**src/hw/tcnv_defines.svh**
```systemverilog
// Constants for the thermostat conversion control: command codes, status
// bit positions, nonvolatile word addresses and timing.
// Assumes a 100 MHz core clock.
`ifndef TCNV_DEFINES_SVH
`define TCNV_DEFINES_SVH

// Function command codes
`define TCNV_CMD_READ_TEMP   8'haa
`define TCNV_CMD_START_CONV  8'hee
`define TCNV_CMD_STOP_CONV   8'h22
`define TCNV_CMD_WRITE_UPPER 8'h01
`define TCNV_CMD_WRITE_LOWER 8'h02
`define TCNV_CMD_READ_UPPER  8'ha1
`define TCNV_CMD_READ_LOWER  8'ha2
`define TCNV_CMD_WRITE_STAT  8'h0c
`define TCNV_CMD_READ_STAT   8'hac
`define TCNV_CMD_READ_CNT    8'ha0
`define TCNV_CMD_LOAD_CNT    8'h41

// Status and configuration bit positions
`define TCNV_ST_DONE   7
`define TCNV_ST_ONE    6
`define TCNV_ST_BUSY   5
`define TCNV_ST_HIGH   4
`define TCNV_ST_LOW    3
`define TCNV_ST_MODE   2
`define TCNV_ST_POLARITY 1
`define TCNV_ST_SINGLE 0

// Nonvolatile word addresses
`define TCNV_NV_UPPER 2'h0
`define TCNV_NV_LOWER 2'h1
`define TCNV_NV_CFG   2'h2

// Factory contents: bus mode, zero trip points
`define TCNV_NV_RESET 8'h00

// Timing
`define TCNV_CLK_KHZ 100000
`define TCNV_CONV_MS 1000
`define TCNV_NVWR_MS 10

`endif

```
**src/hw/tcnv_pkg.sv**
```systemverilog
// Types shared by the thermostat conversion control and its bench.
// Assumes tcnv_defines.svh holds the numeric constants.
package tcnv_pkg;

    typedef enum logic [1:0] {
        TCNV_ST_LOADING = 2'b01,
        TCNV_ST_READY = 2'b10
    } tcnv_state_t;

    typedef struct packed {
        logic [7:0] code;
        logic [7:0] wdata;
    } tcnv_cmd_t;

    typedef struct packed {
        logic [7:0] temp;
        logic [8:0] remain;
        logic [8:0] slope;
    } tcnv_meas_t;

endpackage : tcnv_pkg

```
**src/hw/tcnv_nvmem.sv**
```systemverilog
// Nonvolatile store of three words: upper trip, lower trip, configuration.
// Assumes one write at a time; a write holds busy for the programming time.
`timescale 1ns/1ps
`include "tcnv_defines.svh"

module tcnv_nvmem #(
    parameter int unsigned WR_CYCLES = `TCNV_NVWR_MS * `TCNV_CLK_KHZ
) (
    // Clock and reset
    input wire logic clk,
    input wire logic resetn,
    // Access
    input wire logic wr_en,
    input wire logic [1:0] addr,
    input wire logic [7:0] wdata,
    output logic [7:0] rdata_q,
    output logic busy_q
);
    logic [7:0] mem [0:2];
    logic [31:0] wr_cnt_q;

    // Contents survive resetn, which models a power cycle
    initial begin
        for (int i = 0; i < 3; i++) begin
            mem[i] = `TCNV_NV_RESET;
        end
    end

    always_ff @(posedge clk) begin
        if (wr_en && !busy_q && addr != 2'h3) begin
            mem[addr] <= wdata;
        end
        rdata_q <= (addr == 2'h3) ? 8'h00 : mem[addr];
    end

    always_ff @(posedge clk) begin
        if (!resetn) begin
            busy_q <= 1'b0;
            wr_cnt_q <= 32'h0;
        end else if (wr_en && !busy_q) begin
            busy_q <= 1'b1;
            wr_cnt_q <= WR_CYCLES - 32'd1;
        end else if (busy_q) begin
            wr_cnt_q <= wr_cnt_q - 32'd1;
            busy_q <= (wr_cnt_q != 32'h0);
        end
    end

endmodule : tcnv_nvmem

```
**src/hw/tcnv_ctrl.sv**
```systemverilog
// Conversion and thermostat control of a digital thermometer.
// Assumes commands arrive already decoded from the serial line, one per
// pulse, on the core clock, and that the sensing front end presents its
// result on the same clock.
//
// Operation
// Temperature held as 8-bit two's complement, bit 7 is sign.
// One degree per LSB, e.g. 7Dh, FFh, C9h.
// Temperature readable only in bus mode.
// Single-conversion select: 0 continuous, 1 one-shot.
// Thermostat mode converts continuously from power-up regardless of that bit.
// Continuous mode: EEh starts repeated conversions until 22h.
// One-shot mode: EEh runs one conversion then standby.
// One-shot: done bit 7 reads 0 while converting, 1 afterwards.
// Continuous mode: done bit always reads 0.
// Residual 9-bit count kept and returned by A0h.
// 41h copies slope accumulator into counter register.
// Host reads temperature, counter, loads counter, reads counter again.
// Host computes fine temperature from coarse, remainder and counts per degree.
// Thermostat output active above upper trip until below lower trip.
// Trip points use the temperature format.
// Host writes trip points only in bus mode.
// Polarity bit 1: 1 active high, 0 active low.
// High flag bit 4 set above upper trip, held until written 0.
// Low flag bit 3 set below lower trip, held until written 0.
// Flags update in both modes.
// Flags, mode, polarity, single select are nonvolatile.
// Status layout: done, 1, busy, high, low, mode, polarity, single.
// Nonvolatile busy reads 1 while storage writes.
// Host starts no storage write while one is running.
// Line bytes travel least significant bit first.
// Power-up mode bit: 0 bus mode, 1 thermostat mode.
// Comparisons signed, evaluated at end of each conversion.
// Status writes leave done, busy and bit 6 unchanged.
`timescale 1ns/1ps
`include "tcnv_defines.svh"

module tcnv_ctrl #(
    parameter int unsigned CONV_CYCLES = `TCNV_CONV_MS * `TCNV_CLK_KHZ,
    parameter int unsigned NVWR_CYCLES = `TCNV_NVWR_MS * `TCNV_CLK_KHZ
) (
    // Clock and reset
    input wire logic clk,
    input wire logic resetn,
    // Decoded command from the line
    input wire logic cmd_valid,
    input wire tcnv_pkg::tcnv_cmd_t cmd,
    output logic cmd_ready_q,
    // Read answer, low bits first on the line
    output logic rsp_valid_q,
    output logic [8:0] rsp_data_q,
    // Sensing front end
    output logic conv_active_q,
    input wire tcnv_pkg::tcnv_meas_t meas,
    // Open-drain data/thermostat pin
    output logic dq_o_q,
    output logic dq_oe_q,
    // Mode shown to the line logic: 1 thermostat, 0 bus
    output logic therm_mode_q
);
    import tcnv_pkg::*;

    tcnv_state_t state_q;
    logic [1:0] ld_q;
    logic [7:0] temp_q, upper_q, lower_q;
    logic [8:0] count_q, slope_q;
    logic flag_hi_q, flag_lo_q, polarity_q, single_q, pwr_mode_q;
    logic run_q, shot_q, done_q, therm_act_q;
    logic [31:0] conv_cnt_q;
    logic [2:0] pend_q;
    logic nv_wr_en;
    logic [1:0] nv_addr;
    logic [7:0] nv_wdata, nv_rdata;
    logic nv_busy;

    function automatic logic sgt(input logic [7:0] a, input logic [7:0] b);
        sgt = $signed(a) > $signed(b);
    endfunction : sgt

    function automatic logic is_cmd(input logic v, input logic [7:0] c,
                                    input logic [7:0] code);
        is_cmd = v && (c == code);
    endfunction : is_cmd

    // Command decode; nothing is accepted in thermostat mode or while loading
    wire ready = (state_q == TCNV_ST_READY) && !therm_mode_q;
    wire take = cmd_valid && ready;
    wire c_start = is_cmd(take, cmd.code, `TCNV_CMD_START_CONV);
    wire c_stop = is_cmd(take, cmd.code, `TCNV_CMD_STOP_CONV);
    wire c_wr_up = is_cmd(take, cmd.code, `TCNV_CMD_WRITE_UPPER);
    wire c_wr_lo = is_cmd(take, cmd.code, `TCNV_CMD_WRITE_LOWER);
    wire c_wr_st = is_cmd(take, cmd.code, `TCNV_CMD_WRITE_STAT);
    wire c_load = is_cmd(take, cmd.code, `TCNV_CMD_LOAD_CNT);
    wire c_rd_tmp = is_cmd(take, cmd.code, `TCNV_CMD_READ_TEMP);
    wire c_rd_up = is_cmd(take, cmd.code, `TCNV_CMD_READ_UPPER);
    wire c_rd_lo = is_cmd(take, cmd.code, `TCNV_CMD_READ_LOWER);
    wire c_rd_st = is_cmd(take, cmd.code, `TCNV_CMD_READ_STAT);
    wire c_rd_cnt = is_cmd(take, cmd.code, `TCNV_CMD_READ_CNT);
    wire c_read = c_rd_tmp | c_rd_up | c_rd_lo | c_rd_st | c_rd_cnt;

    // Conversion timing
    wire converting = run_q | shot_q;
    wire conv_end = converting && (conv_cnt_q == CONV_CYCLES - 32'd1);
    wire [31:0] conv_cnt_d = (!converting || conv_end) ? 32'h0 : conv_cnt_q + 32'd1;
    wire hi_set = conv_end && sgt(meas.temp, upper_q);
    wire lo_set = conv_end && sgt(lower_q, meas.temp);

    // Status byte
    wire done_rd = done_q & single_q;
    wire [7:0] cfg_byte = {3'b000, flag_hi_q, flag_lo_q, pwr_mode_q, polarity_q, single_q};
    wire [7:0] stat_byte = {done_rd, 1'b1, nv_busy, cfg_byte[4:0]};

    // Flags: a conversion setting a flag wins over a host write of 0
    wire hi_d = (c_wr_st ? cmd.wdata[`TCNV_ST_HIGH] : flag_hi_q) | hi_set;
    wire lo_d = (c_wr_st ? cmd.wdata[`TCNV_ST_LOW] : flag_lo_q) | lo_set;

    // Hysteresis: on above upper, off below lower
    wire therm_d = hi_set ? 1'b1 : (lo_set ? 1'b0 : therm_act_q);
    wire level_d = polarity_q ? therm_d : ~therm_d;

    wire [8:0] rsp_d = c_rd_tmp ? {1'b0, temp_q} :
                       c_rd_up ? {1'b0, upper_q} :
                       c_rd_lo ? {1'b0, lower_q} :
                       c_rd_st ? {1'b0, stat_byte} : count_q;

    // Storage write-back: loading uses the read port, then pending words drain
    wire loading = (state_q == TCNV_ST_LOADING);
    wire [2:0] pend_new = {(c_wr_st | (hi_d != flag_hi_q) | (lo_d != flag_lo_q)),
                           c_wr_lo, c_wr_up};
    wire [1:0] pick = pend_q[0] ? `TCNV_NV_UPPER :
                      pend_q[1] ? `TCNV_NV_LOWER : `TCNV_NV_CFG;
    assign nv_wr_en = !loading && !nv_busy && (pend_q != 3'b000);
    assign nv_addr = loading ? ld_q : pick;
    assign nv_wdata = (pick == `TCNV_NV_UPPER) ? upper_q :
                      (pick == `TCNV_NV_LOWER) ? lower_q : cfg_byte;
    wire [2:0] pend_done = nv_wr_en ? (3'b001 << pick) : 3'b000;

    tcnv_nvmem #(
        .WR_CYCLES(NVWR_CYCLES)
    ) u_nvmem (
        .clk(clk),
        .resetn(resetn),
        .wr_en(nv_wr_en),
        .addr(nv_addr),
        .wdata(nv_wdata),
        .rdata_q(nv_rdata),
        .busy_q(nv_busy)
    );

    // Power-up load of the stored words, one per cycle behind the read latency
    always_ff @(posedge clk) begin
        if (!resetn) begin
            state_q <= TCNV_ST_LOADING;
            ld_q <= 2'h0;
        end else begin
            case (state_q)
                TCNV_ST_LOADING: begin
                    ld_q <= ld_q + 2'h1;
                    if (ld_q == 2'h3) begin
                        state_q <= TCNV_ST_READY;
                    end
                end
                TCNV_ST_READY: state_q <= TCNV_ST_READY;
                default: state_q <= TCNV_ST_LOADING;
            endcase
        end
    end

    // Trip points: reset to constants, then taken from storage
    always_ff @(posedge clk) begin
        if (!resetn) begin
            upper_q <= 8'h00;
            lower_q <= 8'h00;
        end else if (loading) begin
            if (ld_q == 2'h1) begin
                upper_q <= nv_rdata;
            end
            if (ld_q == 2'h2) begin
                lower_q <= nv_rdata;
            end
        end else begin
            if (c_wr_up) begin
                upper_q <= cmd.wdata;
            end
            if (c_wr_lo) begin
                lower_q <= cmd.wdata;
            end
        end
    end

    // Configuration bits; done, busy and bit 6 have no storage to write
    always_ff @(posedge clk) begin
        if (!resetn) begin
            {flag_hi_q, flag_lo_q, pwr_mode_q, polarity_q, single_q} <= 5'h00;
        end else if (loading) begin
            if (ld_q == 2'h3) begin
                {flag_hi_q, flag_lo_q, pwr_mode_q, polarity_q, single_q} <= nv_rdata[4:0];
            end
        end else begin
            flag_hi_q <= hi_d;
            flag_lo_q <= lo_d;
            if (c_wr_st) begin
                {pwr_mode_q, polarity_q, single_q} <= cmd.wdata[2:0];
            end
        end
    end

    always_ff @(posedge clk) begin
        if (!resetn) begin
            pend_q <= 3'b000;
        end else begin
            pend_q <= (pend_q & ~pend_done) | pend_new;
        end
    end

    // Operating mode is fixed at power-up; rewriting the bit takes effect next time
    always_ff @(posedge clk) begin
        if (!resetn) begin
            therm_mode_q <= 1'b0;
        end else if (loading && ld_q == 2'h3) begin
            therm_mode_q <= nv_rdata[`TCNV_ST_MODE];
        end
    end

    // Continuous conversion control
    always_ff @(posedge clk) begin
        if (!resetn) begin
            run_q <= 1'b0;
        end else if (loading && ld_q == 2'h3 && nv_rdata[`TCNV_ST_MODE]) begin
            run_q <= 1'b1;
        end else if (c_start && !single_q) begin
            run_q <= 1'b1;
        end else if (c_stop && !single_q) begin
            run_q <= 1'b0;
        end
    end

    // One-shot: a start while converting is ignored
    always_ff @(posedge clk) begin
        if (!resetn) begin
            shot_q <= 1'b0;
            done_q <= 1'b0;
        end else if (c_start && single_q && !converting) begin
            shot_q <= 1'b1;
            done_q <= 1'b0;
        end else if (conv_end && shot_q) begin
            shot_q <= 1'b0;
            done_q <= 1'b1;
        end
    end

    // Gate period counter restarts at once, so conversions run back to back
    always_ff @(posedge clk) begin
        if (!resetn) begin
            conv_cnt_q <= 32'h0;
        end else begin
            conv_cnt_q <= conv_cnt_d;
        end
    end

    // Results captured when the gate period closes
    always_ff @(posedge clk) begin
        if (!resetn) begin
            temp_q <= 8'h00;
            slope_q <= 9'h000;
            count_q <= 9'h000;
        end else if (conv_end) begin
            temp_q <= meas.temp;
            slope_q <= meas.slope;
            count_q <= meas.remain;
        end else if (c_load) begin
            count_q <= slope_q;
        end
    end

    // Read answers, one cycle after the command
    always_ff @(posedge clk) begin
        if (!resetn) begin
            rsp_valid_q <= 1'b0;
            rsp_data_q <= 9'h000;
            cmd_ready_q <= 1'b0;
        end else begin
            rsp_valid_q <= c_read;
            if (c_read) rsp_data_q <= rsp_d;
            cmd_ready_q <= (state_q == TCNV_ST_READY) && !therm_mode_q;
        end
    end

    // Thermostat state and front-end gate, one cycle behind the decision
    always_ff @(posedge clk) begin
        if (!resetn) begin
            therm_act_q <= 1'b0;
            conv_active_q <= 1'b0;
        end else begin
            therm_act_q <= therm_d;
            conv_active_q <= converting;
        end
    end

    // Thermostat pin: open drain pulls low when the level is 0
    always_ff @(posedge clk) begin
        if (!resetn) begin
            dq_oe_q <= 1'b0;
            dq_o_q <= 1'b0;
        end else begin
            dq_oe_q <= therm_mode_q && !level_d;
            dq_o_q <= 1'b0;
        end
    end

endmodule : tcnv_ctrl

```
**config.mk**
```make
export PLATFORM = sky130hd
export DESIGN_NAME = tcnv_ctrl
export DESIGN_NICKNAME = d
export VERILOG_FILES = /design/src/hw/tcnv_pkg.sv /design/src/hw/tcnv_nvmem.sv /design/src/hw/tcnv_ctrl.sv
export VERILOG_INCLUDE_DIRS = /design/src /design/src/hw
export SDC_FILE = /design/constraint.sdc
export NUM_CORES = 1
export LEC_CHECK = 0
export BUFFER_PORTS_ARGS = -buffer_cell sky130_fd_sc_hd__buf_2
export CAP_MARGIN = 20
export CORE_MARGIN = 2
export CORE_UTILIZATION = 60
export DETAILED_ROUTE_END_ITERATION = 12
export PLACE_DENSITY = 0.81
export RECOVER_POWER = 100
export SLEW_MARGIN = 40
export SYNTH_ARGS = -nofsm -noshare
export SYNTH_HDL_FRONTEND = slang
export SYNTH_HIERARCHICAL = 1
export SYNTH_SLANG_ARGS = --single-unit
```
**constraint.sdc**
```tcl
create_clock -name clk -period 6.9 [get_ports clk]
set_input_delay 0.69 -clock clk [delete_from_list [all_inputs] [get_ports clk]]
set_output_delay 0.69 -clock clk [all_outputs]
set_load 0.02 [all_outputs]
```
==> results of run 1 <==
area by class of cell:
| cell class | instances | area (µm²) | share of cell area, % |
|---|---|---|---|
| multi-input cells | 648 | 4210 | 46.3 |
| flip-flops and latches | 169 | 3620 | 39.9 |
| clock buffers | 18 | 439 | 4.84 |
| repair buffers | 62 | 299 | 3.30 |
| well taps | 176 | 220 | 2.43 |
| clock inverters | 14 | 145 | 1.60 |
| inverters | 38 | 143 | 1.57 |
cells by family after synthesis:
family	count (synthesis)	synth area share, %
adder cells (fa/ha/maj)	23	3.51
other	1	0.0457
multiplexers	35	4.32
AND/OR/NAND/NOR	342	21.8
XOR/XNOR	30	3.20
AO/OA/AOI/OAI	217	18.5
flip-flops	169	44.2
buffers and inverters	87	4.45
cell usage after synthesis, types with 8 or more instances:
| master | number |
|---|---|
| dfxtp_1 | 145 |
| nor3_1 | 20 |
| and3_1 | 8 |
| nand2_1 | 125 |
| nand3_1 | 15 |
| o22ai_1 | 8 |
| mux2i_1 | 32 |
| o21ai_0 | 39 |
| nand4_1 | 16 |
| o211ai_1 | 10 |
| nand2b_1 | 12 |
| a21boi_1 | 10 |
| nor3b_1 | 8 |
| nor4_1 | 12 |
| edfxtp_1 | 24 |
| or4_1 | 15 |
| clkbuf_1 | 26 |
| xnor2_1 | 15 |
| nor2_1 | 54 |
| inv_1 | 38 |
| o211a_1 | 31 |
| ha_1 | 23 |
| o31ai_1 | 17 |
| xor2_1 | 15 |
| a21boi_0 | 15 |
| or3_1 | 21 |
| a21oi_1 | 43 |
| buf_2 | 12 |
registers in the layout, indices dropped and copies added, names as in the netlist, 2 cells and up:
name,flops
conv_cnt_q,32
state_q,2
upper_q,8
pend_q,3
u_nvmem/rdata_q,8
count_q,9
u_nvmem/wr_cnt_q,32
temp_q,8
slope_q,9
ld_q,2
u_nvmem/mem,24
lower_q,8
rsp_data_q,9
power groups by stage:
stage	registers [mW]	clock network (mW)	logic, mW
3_3_place_gp	1.19	0	0.424
2_1_floorplan	1.15	0	0.340
6_report	1.17	0.950	0.457
4_1_cts	1.17	0.959	0.455
3_5_place_dp	1.19	0	0.448
5_1_grt	1.18	1.00	0.507
cells in the final DEF (no fill, tap or decap), types with 23 or more instances in the layout:
cell	n
a21boi_0	25
mux2i_1	32
nand2_1	125
inv_1	38
dfxtp_1	145
nor2_1	54
o21ai_0	43
edfxtp_1	24
o211a_1	31
ha_1	23
buf_2	44
a21oi_1	43
per-layer routing:
metal,global-route usage (%),wire length [µm]
met2,43.9,9260
met5,0,0
met3,5.08,1240
met4,8.43,358
met1,36.3,8390
critical path, delay by kind of cell (launching register included):
family / cells / cell delay, ns
buf+inv: 3 / 1.33
fa+ha+maj: 1 / 0.12
compound gates: 1 / 1.48
simple gates: 1 / 0.79
flops: 1 / 0.33
final timing paths:
path                  endpoint          start  cells after the start  slack, ns
max          u_nvmem/mem[2][5]     state_q[1]                      6       2.47
min              conv_cnt_q[0]  conv_cnt_q[0]                      1       0.45
max reg2reg  u_nvmem/mem[2][5]     state_q[1]                      6       2.47
min reg2reg      conv_cnt_q[0]  conv_cnt_q[0]                      1       0.45
==> results.cfg, run 1 <==
[run_status]
status = finished with violations
violations = capacitance limit, slew limit

[pwr]
seq_power_share_pct = 45.5
power.internal_mw = 1.81
p_clk_share_pct = 36.8
total_power_mw = 2.58
p_switching_uw = 767
combPwrFrac_pct = 17.7
power_density_mw_per_mm2 = 284
leakagePower_nw = 3.61
switching_share_pct = 29.7
ir_drop_v = 0.000178

[route]
routed_wl_um = 19300
drt_iter0_drc = 676
dr_total_vias = 6835
vias_per_cell = 6.08
wire_per_inst_um = 17.1
drc = 0
ant_nets = 0
dr.pass1.iters = 5

[timing]
setup_viol = 0
skew_ns = 0.00662
fin_ws_ns = 2.47
hold_viol_final = 0
fin_setup_tns_ns = 0
max_freq_mhz = 226
grt_setup_unrepaired = false
drv_slew = 67
worstMarginPinSlew_ns = 2.02
period_needed_ns = 4.43
finalHoldWorstSlack_ns = 0.449
period_share_pct = 64.2
relSlewSlack_pct = -36.1

[clocking]
clk_latency_ns = 0.43
numCtsBuffers = 17
htreeDepth = 4
cts_sinks = 169
cts_tree = built
clkTransAtPathRegs_ns = 0.07
cts_resized = 0
clockBufferDepth = 2
cts_root_buf = clkbuf_16
ctsHoldBuffers = 0
postCtsSetupRepairBufs = 0

[floorplan]
dieArea_mm2 = 0.0146
ioPinCount = 60
rows = 42
coreArea_mm2 = 0.0133
fp.dieW_um = 121
start_util_pct = 61.7
die_h_um = 121

[synth]
synth_seq_cells = 169
ys_seq_area_share_pct = 44.2
synth_top_area_share_pct = 35.4
synthCells = 904
ys_async_sr_fraction_pct = 0
synthFlopType = dfxtp_1
synthesis.nets = 972
synth-edff-count = 24
synth_area_leader_cell = dfxtp_1
syn_area_per_cell_um2 = 9.08
yosys-top-cells-area = dfxtp_1, edfxtp_1, nand2_1
synthesis.area_mm2 = 0.00821
yosysUniqueCellTypes = 67
yosysWarningCount = 6

[global_routing]
grt_pass1_wl_um = 31100
antenna_found_initial = 0
track_usage_pct = 27.0
grt_pass1_vias = 6283
grt-ovfl-total = 0
grt_max_degree = 89

[final_layout]
nets = 1004
fin_util_pct = 68.3
fill_cells = 1060
drive_gt1_share_pct = 9.48
syn2layout_area_growth_pct = 10.6
fin_area_mm2 = 0.00907
final_cells = 1125
diodes = 0

[critical_path]
worstPathMaxFanout = 27
slowest_delay_ns = 1.48
critical_path.cell_chain = inv_1, ha_1, clkbuf_1, inv_1, o21ai_0, nor3b_2
cp-end-kind = register
crit_path_frequent_cell = inv_1
start_kind = register
cp_slowest_cell = o21ai_0
critPathKind = reg2reg
cp.required_ns = 6.97
arrival_ns = 4.50

[place]
dp_slack_ns = 4.00
place.gp.congestion = 0.841
port_buffers = 58
place_inst = 1093
place_area_mm2 = 0.00856
place_hpwl_um = 12900

[job]
maxCapViolCount = 4

[hold_path]
hp-class = reg2reg
Power figures use the tool's default switching activity.
==> run 2, diff against run 1 <==
--- a/config.mk
+++ b/config.mk
@@ -9,9 +9,9 @@
 export BUFFER_PORTS_ARGS = -buffer_cell sky130_fd_sc_hd__buf_2
 export CAP_MARGIN = 20
 export CORE_MARGIN = 2
-export CORE_UTILIZATION = 60
+export CORE_UTILIZATION = 55
 export DETAILED_ROUTE_END_ITERATION = 12
-export PLACE_DENSITY = 0.81
+export PLACE_DENSITY = 0.79
 export RECOVER_POWER = 100
 export SLEW_MARGIN = 40
 export SYNTH_ARGS = -nofsm -noshare
==> constraint.sdc (replaced) <==
create_clock -name clk -period 3.65 [get_ports clk]
set_input_delay 0.365 -clock clk [delete_from_list [all_inputs] [get_ports clk]]
set_output_delay 0.365 -clock clk [all_outputs]
set_load 0.02 [all_outputs]
==> run 2 against run 1 <==
Clock power grew 89%; clock skew grew 0.0022 ns; total power grew 89%; register-to-register slack lost 1.7 ns; wire length shrank 1.9%; critical path depth grew 1; via count shrank 1.0%; the run still ends with capacitance limit, slew limit left; first-iteration DRC count shrank 27%; global-route usage shrank 2.6 points; non-clock buffer count grew 6; highest routed layer unchanged; count of clock-buffer cells in the layout grew 2.
==> results.cfg, run 2 (synthesis results as in run 1) <==
[timing]
relSlewSlack_pct = -8.22
skew_ns = 0.00887
period_needed_ns = 2.87
drv_slew = 39
fin_setup_tns_ns = 0
setup_viol = 0
max_freq_mhz = 348
grt_setup_unrepaired = false
period_share_pct = 78.7
worstMarginPinSlew_ns = 1.62
finalHoldWorstSlack_ns = 0.186
hold_viol_final = 0

[floorplan]
dieArea_mm2 = 0.0159
coreArea_mm2 = 0.0145
start_util_pct = 56.5
ioPinCount = 60
die_h_um = 126
rows = 44
fp.dieW_um = 126

[clocking]
clkTransAtPathRegs_ns = 0.06
cts_resized = 0
clk_latency_ns = 0.43
clockBufferDepth = 2
cts_tree = built
cts_root_buf = clkbuf_16
ctsHoldBuffers = 0
htreeDepth = 4
numCtsBuffers = 17
cts_sinks = 169
postCtsSetupRepairBufs = 0

[final_layout]
syn2layout_area_growth_pct = 11.3
reg_top3 = conv_cnt_q (32), u_nvmem/wr_cnt_q (32), u_nvmem/mem (24)
layout_commonest_cell = dfxtp_1
drive_gt1_share_pct = 9.42
layout_common_cells = dfxtp_1, nand2_1, nor2_1
register_area_mm2 = 0.00362
nets = 1010
diodes = 0
fill_cells = 1239
multi_input_area_mm2 = 0.00422

[route]
dr_total_vias = 6765
wire_per_inst_um = 16.6
drt_iter0_drc = 496
ant_nets = 0
vias_per_cell = 5.94
drc = 0
dr.pass1.iters = 6
routed_wl_um = 18900

[global_routing]
track_usage_pct = 24.3
grt_pass1_wl_um = 31200
grt_max_degree = 52
antenna_found_initial = 0
grt_pass1_vias = 6308
grt-ovfl-total = 0

[hold_path]
hold_end = count_q[4]
hp-class = in2reg
hp-start = meas[13]
whs_path_depth = 2

[critical_path]
cp_slowest_cell = clkbuf_1
arrival_ns = 3.13
r2r_cells = 7
slowest_delay_ns = 0.98
cp-end-kind = register
r2r_slack_ns = 0.78
worstPathMaxFanout = 31
cp.required_ns = 3.90
start_kind = register
critical_path.cell_chain = ha_1, and2_1, and3_1, nor4b_4, nand2b_1, clkbuf_1, nor2_1
rr_endpoint = conv_cnt_q[24]
reg2reg_from = conv_cnt_q[0]
critPathKind = reg2reg

[run_status]
status = finished with violations
violations = capacitance limit, slew limit

[place]
port_buffers = 58
place.gp.congestion = 0.859
place_hpwl_um = 12900

[pwr]
leakagePower_nw = 3.62
power_density_mw_per_mm2 = 535
ir_drop_v = 0.000440

[job]
maxCapViolCount = 1
run 2: cell count changes in the layout (fill, tap and decap cells not counted), sizes merged:
| cell | change |
|---|---|
| clkinvlp | +1 |
| clkbuf | +8 |
| inv | -4 |
| bufinv | +1 |
run 2: where the power goes:
part	internal (mW)	total, mW	switching (mW)	leakage, nW
Clock	1.07	1.80	0.722	0.278
Combinational	0.356	0.865	0.508	1.96
Sequential	2.04	2.22	0.179	1.39
run 2: final cells by class:
type / instances / share of cell area, %
clock buffers: 20 / 4.78
flip-flops and latches: 169 / 39.7
repair buffers: 68 / 3.56
inverters: 38 / 1.56
multi-input cells: 648 / 46.2
well taps: 184 / 2.52
clock inverters: 12 / 1.67
run 2: critical path, delay by kind of cell (launching register included):
kind | cells | cell delay (ns)
DFF | 1 | 0.35
and+or+nand+nor | 5 | 1.17
buffers and inverters | 1 | 0.98
adders and majority gates | 1 | 0.20
run 2: how the worst max path moves through the flow:
stage	endpoint	startpoint	depth (start not counted)	slack, ns
5_1_grt	conv_cnt_q[10]	conv_cnt_q[0]	7	0.47
3_3_place_gp	upper_q[6]	state_q[0]	8	1.21
4_1_cts	u_nvmem/mem[2][6]	state_q[1]	7	1.11
2_1_floorplan	u_nvmem/mem[2][0]	state_q[1]	8	0.59
3_5_place_dp	u_nvmem/mem[2][2]	state_q[1]	7	1.12
6_report	conv_cnt_q[24]	conv_cnt_q[0]	7	0.78
run 2: metal layers:
metal	global-route usage (%)	share of wire, %	vias to the layer above
li1	-	-	3360
met1	32.2	44	3193
met2	40.0	49	182
met3	4.76	5.4	30
met4	8.34	2.0	0
met5	0	0	-
run 2: stage by stage:
stage          cells  utilization (%)  cell area [µm²]  worst slack [ns]  power (mW)
2_1_floorplan    904                -             8210             0.594        2.82
3_3_place_gp    1107             59.0             8580              1.21        3.08
3_5_place_dp    1107             59.1             8590              1.12        3.11
4_1_cts         1139             63.1             9180              1.11        4.90
5_1_grt         1139             62.8             9130             0.469        5.10
6_report        1139             62.8             9130             0.776        4.88
==> run 3, diff against run 2 <==
--- a/config.mk
+++ b/config.mk
@@ -6,12 +6,13 @@
 export SDC_FILE = /design/constraint.sdc
 export NUM_CORES = 1
 export LEC_CHECK = 0
+export ABC_AREA = 1
 export BUFFER_PORTS_ARGS = -buffer_cell sky130_fd_sc_hd__buf_2
 export CAP_MARGIN = 20
 export CORE_MARGIN = 2
-export CORE_UTILIZATION = 55
+export CORE_UTILIZATION = 60
 export DETAILED_ROUTE_END_ITERATION = 12
-export PLACE_DENSITY = 0.79
+export PLACE_DENSITY = 0.81
 export RECOVER_POWER = 100
 export SLEW_MARGIN = 40
 export SYNTH_ARGS = -nofsm -noshare
==> constraint.sdc (replaced) <==
create_clock -name clk -period 2.9 [get_ports clk]
set_input_delay 0.29 -clock clk [delete_from_list [all_inputs] [get_ports clk]]
set_output_delay 0.29 -clock clk [all_outputs]
set_load 0.02 [all_outputs]
==> run 3 against run 2 <==
The run now ends clean; hold slack got worse by 0.084 ns; clock power up 18%; combinational power increased by 110%; critical path type unchanged; via count increased by 20%; wire length up 15%; sequential share of layout area decreased by 2.6 points.
==> results.cfg, run 3 <==
[run_status]
status = completed

[clocking]
postCtsSetupRepairBufs = 0
htreeDepth = 4
clockBufferDepth = 2
clkTransAtPathRegs_ns = 0.07
cts_resized = 0
cts_root_buf = clkbuf_16
numCtsBuffers = 17
ctsHoldBuffers = 0
cts_sinks = 169
cts_tree = built
clk_latency_ns = 0.44

[synth]
synthFlopType = dfxtp_1
yosysWarningCount = 6
yosys-top-cells-area = dfxtp_1, nand2_1, edfxtp_1
synthesis.nets = 1302
synth_top_area_share_pct = 32.5
synthCells = 1234
ys_seq_area_share_pct = 40.6
synthTopCellsByCount = nand2_1, nor2_1, inv_1
synth_area_leader_cell = dfxtp_1
synth.most_common_cell = nand2_1
syn_area_per_cell_um2 = 7.23
yosysUniqueCellTypes = 55
synth-edff-count = 24
ys_async_sr_fraction_pct = 0
synthesis.area_mm2 = 0.00892
synth_seq_cells = 169

[global_routing]
grt-ovfl-total = 0
grt_pass1_wl_um = 36000
antenna_found_initial = 0
grt_max_degree = 31
grt_pass1_vias = 7651
track_usage_pct = 28.1

[final_layout]
fin_area_mm2 = 0.00978
diodes = 0
layout_commonest_cell = nand2_1
layout_common_cells = nand2_1, nor2_1, inv_1
fin_util_pct = 67.3
reg_top3 = conv_cnt_q (32), u_nvmem/wr_cnt_q (32), u_nvmem/mem (24)
register_area_mm2 = 0.00362
fill_cells = 1269
multi_input_area_mm2 = 0.00437
nets = 1362
drive_gt1_share_pct = 10.6
final_cells = 1491
syn2layout_area_growth_pct = 9.55

[floorplan]
ioPinCount = 60
fp.dieW_um = 126
die_h_um = 126
start_util_pct = 61.4
dieArea_mm2 = 0.0159
rows = 44
coreArea_mm2 = 0.0145

[pwr]
switching_share_pct = 36.0
p_clk_share_pct = 31.8
leakagePower_nw = 4.35
total_power_mw = 6.71
p_switching_mw = 2.41
combPwrFrac_pct = 26.6
power_density_mw_per_mm2 = 686
power.internal_mw = 4.29
ir_drop_v = 0.000542
seq_power_share_pct = 41.6

[critical_path]
arrival_ns = 2.68
cp.required_ns = 2.97
cp-end-kind = register
slowest_delay_ns = 0.59
cp_slowest_cell = nor2_1
r2r_slack_ns = 0.29
reg2reg_from = state_q[1]
critPathKind = reg2reg
start_kind = register
worstPathMaxFanout = 17
rr_endpoint = u_nvmem/mem[1][2]
worst-path-buf-inv = 2
crit_path_frequent_cell = nor2_1
worstSetupEndpoint = u_nvmem/mem[1][2]
critPathTopFamily = simple AND/OR/NAND/NOR gates
critPathLaunch = state_q[1]
cp.depth = 7
r2r_cells = 7
critical_path.cell_chain = inv_1, ha_1, inv_2, nor2_1, a21oi_1, nand2_1, nor2_1

[timing]
worstMarginPinSlew_ns = 1.19
setup_viol = 0
fin_ws_ns = 0.291
period_needed_ns = 2.61
skew_ns = 0.00941
finalHoldWorstSlack_ns = 0.103
drv_slew = 0
relSlewSlack_pct = 20.6
max_freq_mhz = 383
grt_setup_unrepaired = false
fin_setup_tns_ns = 0
hold_viol_final = 0
period_share_pct = 90.0

[route]
vias_per_cell = 5.45
dr_total_vias = 8127
wire_per_inst_um = 14.6
routed_wl_um = 21800
dr.pass1.iters = 5
drt_iter0_drc = 721
drc = 0
ant_nets = 0

[place]
place_inst = 1459
port_buffers = 58
place.gp.congestion = 0.896
place_hpwl_um = 16200
dp_slack_ns = 0.366
place_area_mm2 = 0.00935

[job]
maxCapViolCount = 0

[hold_path]
hp-class = in2reg
==> run 3: cell types whose count changed in the layout (fill, tap and decap cells not counted), sizes merged, moves of 32 or more <==
cell	change
nand3	+38
o21ai	+34
mux2i	-32
nand2	+159
nor2	+151
inv	+147
==> run 3: cell type report <==
type	instances	area share, %
clock inverter	12	0.922
sequential	169	37.1
inverter	183	7.10
tap	184	2.36
multi-input combinational	856	44.7
timing repair buffer	67	3.21
clock buffer	20	4.68
==> run 3: logic make-up (layout without fill, tap and decap cells) <==
logic type,count (synthesis),after routing,share of synthesized area [%]
simple gates,623,623,33.1
buf+inv,209,282,9.56
compound gates,196,196,12.2
flops,169,169,40.6
fa+ha+maj,23,23,3.22
xor+xnor,13,13,1.28
other cells,1,1,0.0420
==> run 3: how the worst min path moves through the flow <==
stage	start	end	slack, ns	cells past startpoint
floorplan	resetn	rsp_valid_q	0.42	2
global placement	rsp_data_q[3]	rsp_data_q[3]	0.43	2
detailed placement	rsp_data_q[1]	rsp_data_q[1]	0.44	2
CTS	meas[7]	slope_q[7]	0.09	3
global route	meas[1]	slope_q[1]	0.11	3
finish	meas[7]	slope_q[7]	0.10	3
==> run 3: power by group through the flow <==
stage	clock, mW	combinational [mW]	sequential (mW)
after floorplan	0	1.34	2.75
after global placement	0	1.71	2.83
after detailed placement	0	1.76	2.82
after CTS	2.16	1.79	2.78
after global routing	2.26	2.02	2.80
final	2.13	1.79	2.79
==> run 3: per-layer routing <==
layer | track usage, % | up-vias | share of wire, %
li1 | - | 4105 | -
met1 | 35.9 | 3681 | 43
met2 | 47.7 | 282 | 48
met3 | 5.86 | 59 | 6.1
met4 | 9.24 | 0 | 2.8
met5 | 0 | - | 0
==> run 3: tightest hold or removal path: cells and delay by family <==
kind | cells | cell delay (ns)
buf+inv | 1 | 0.09
simple gates | 1 | 0.05
compound gates | 1 | 0.05
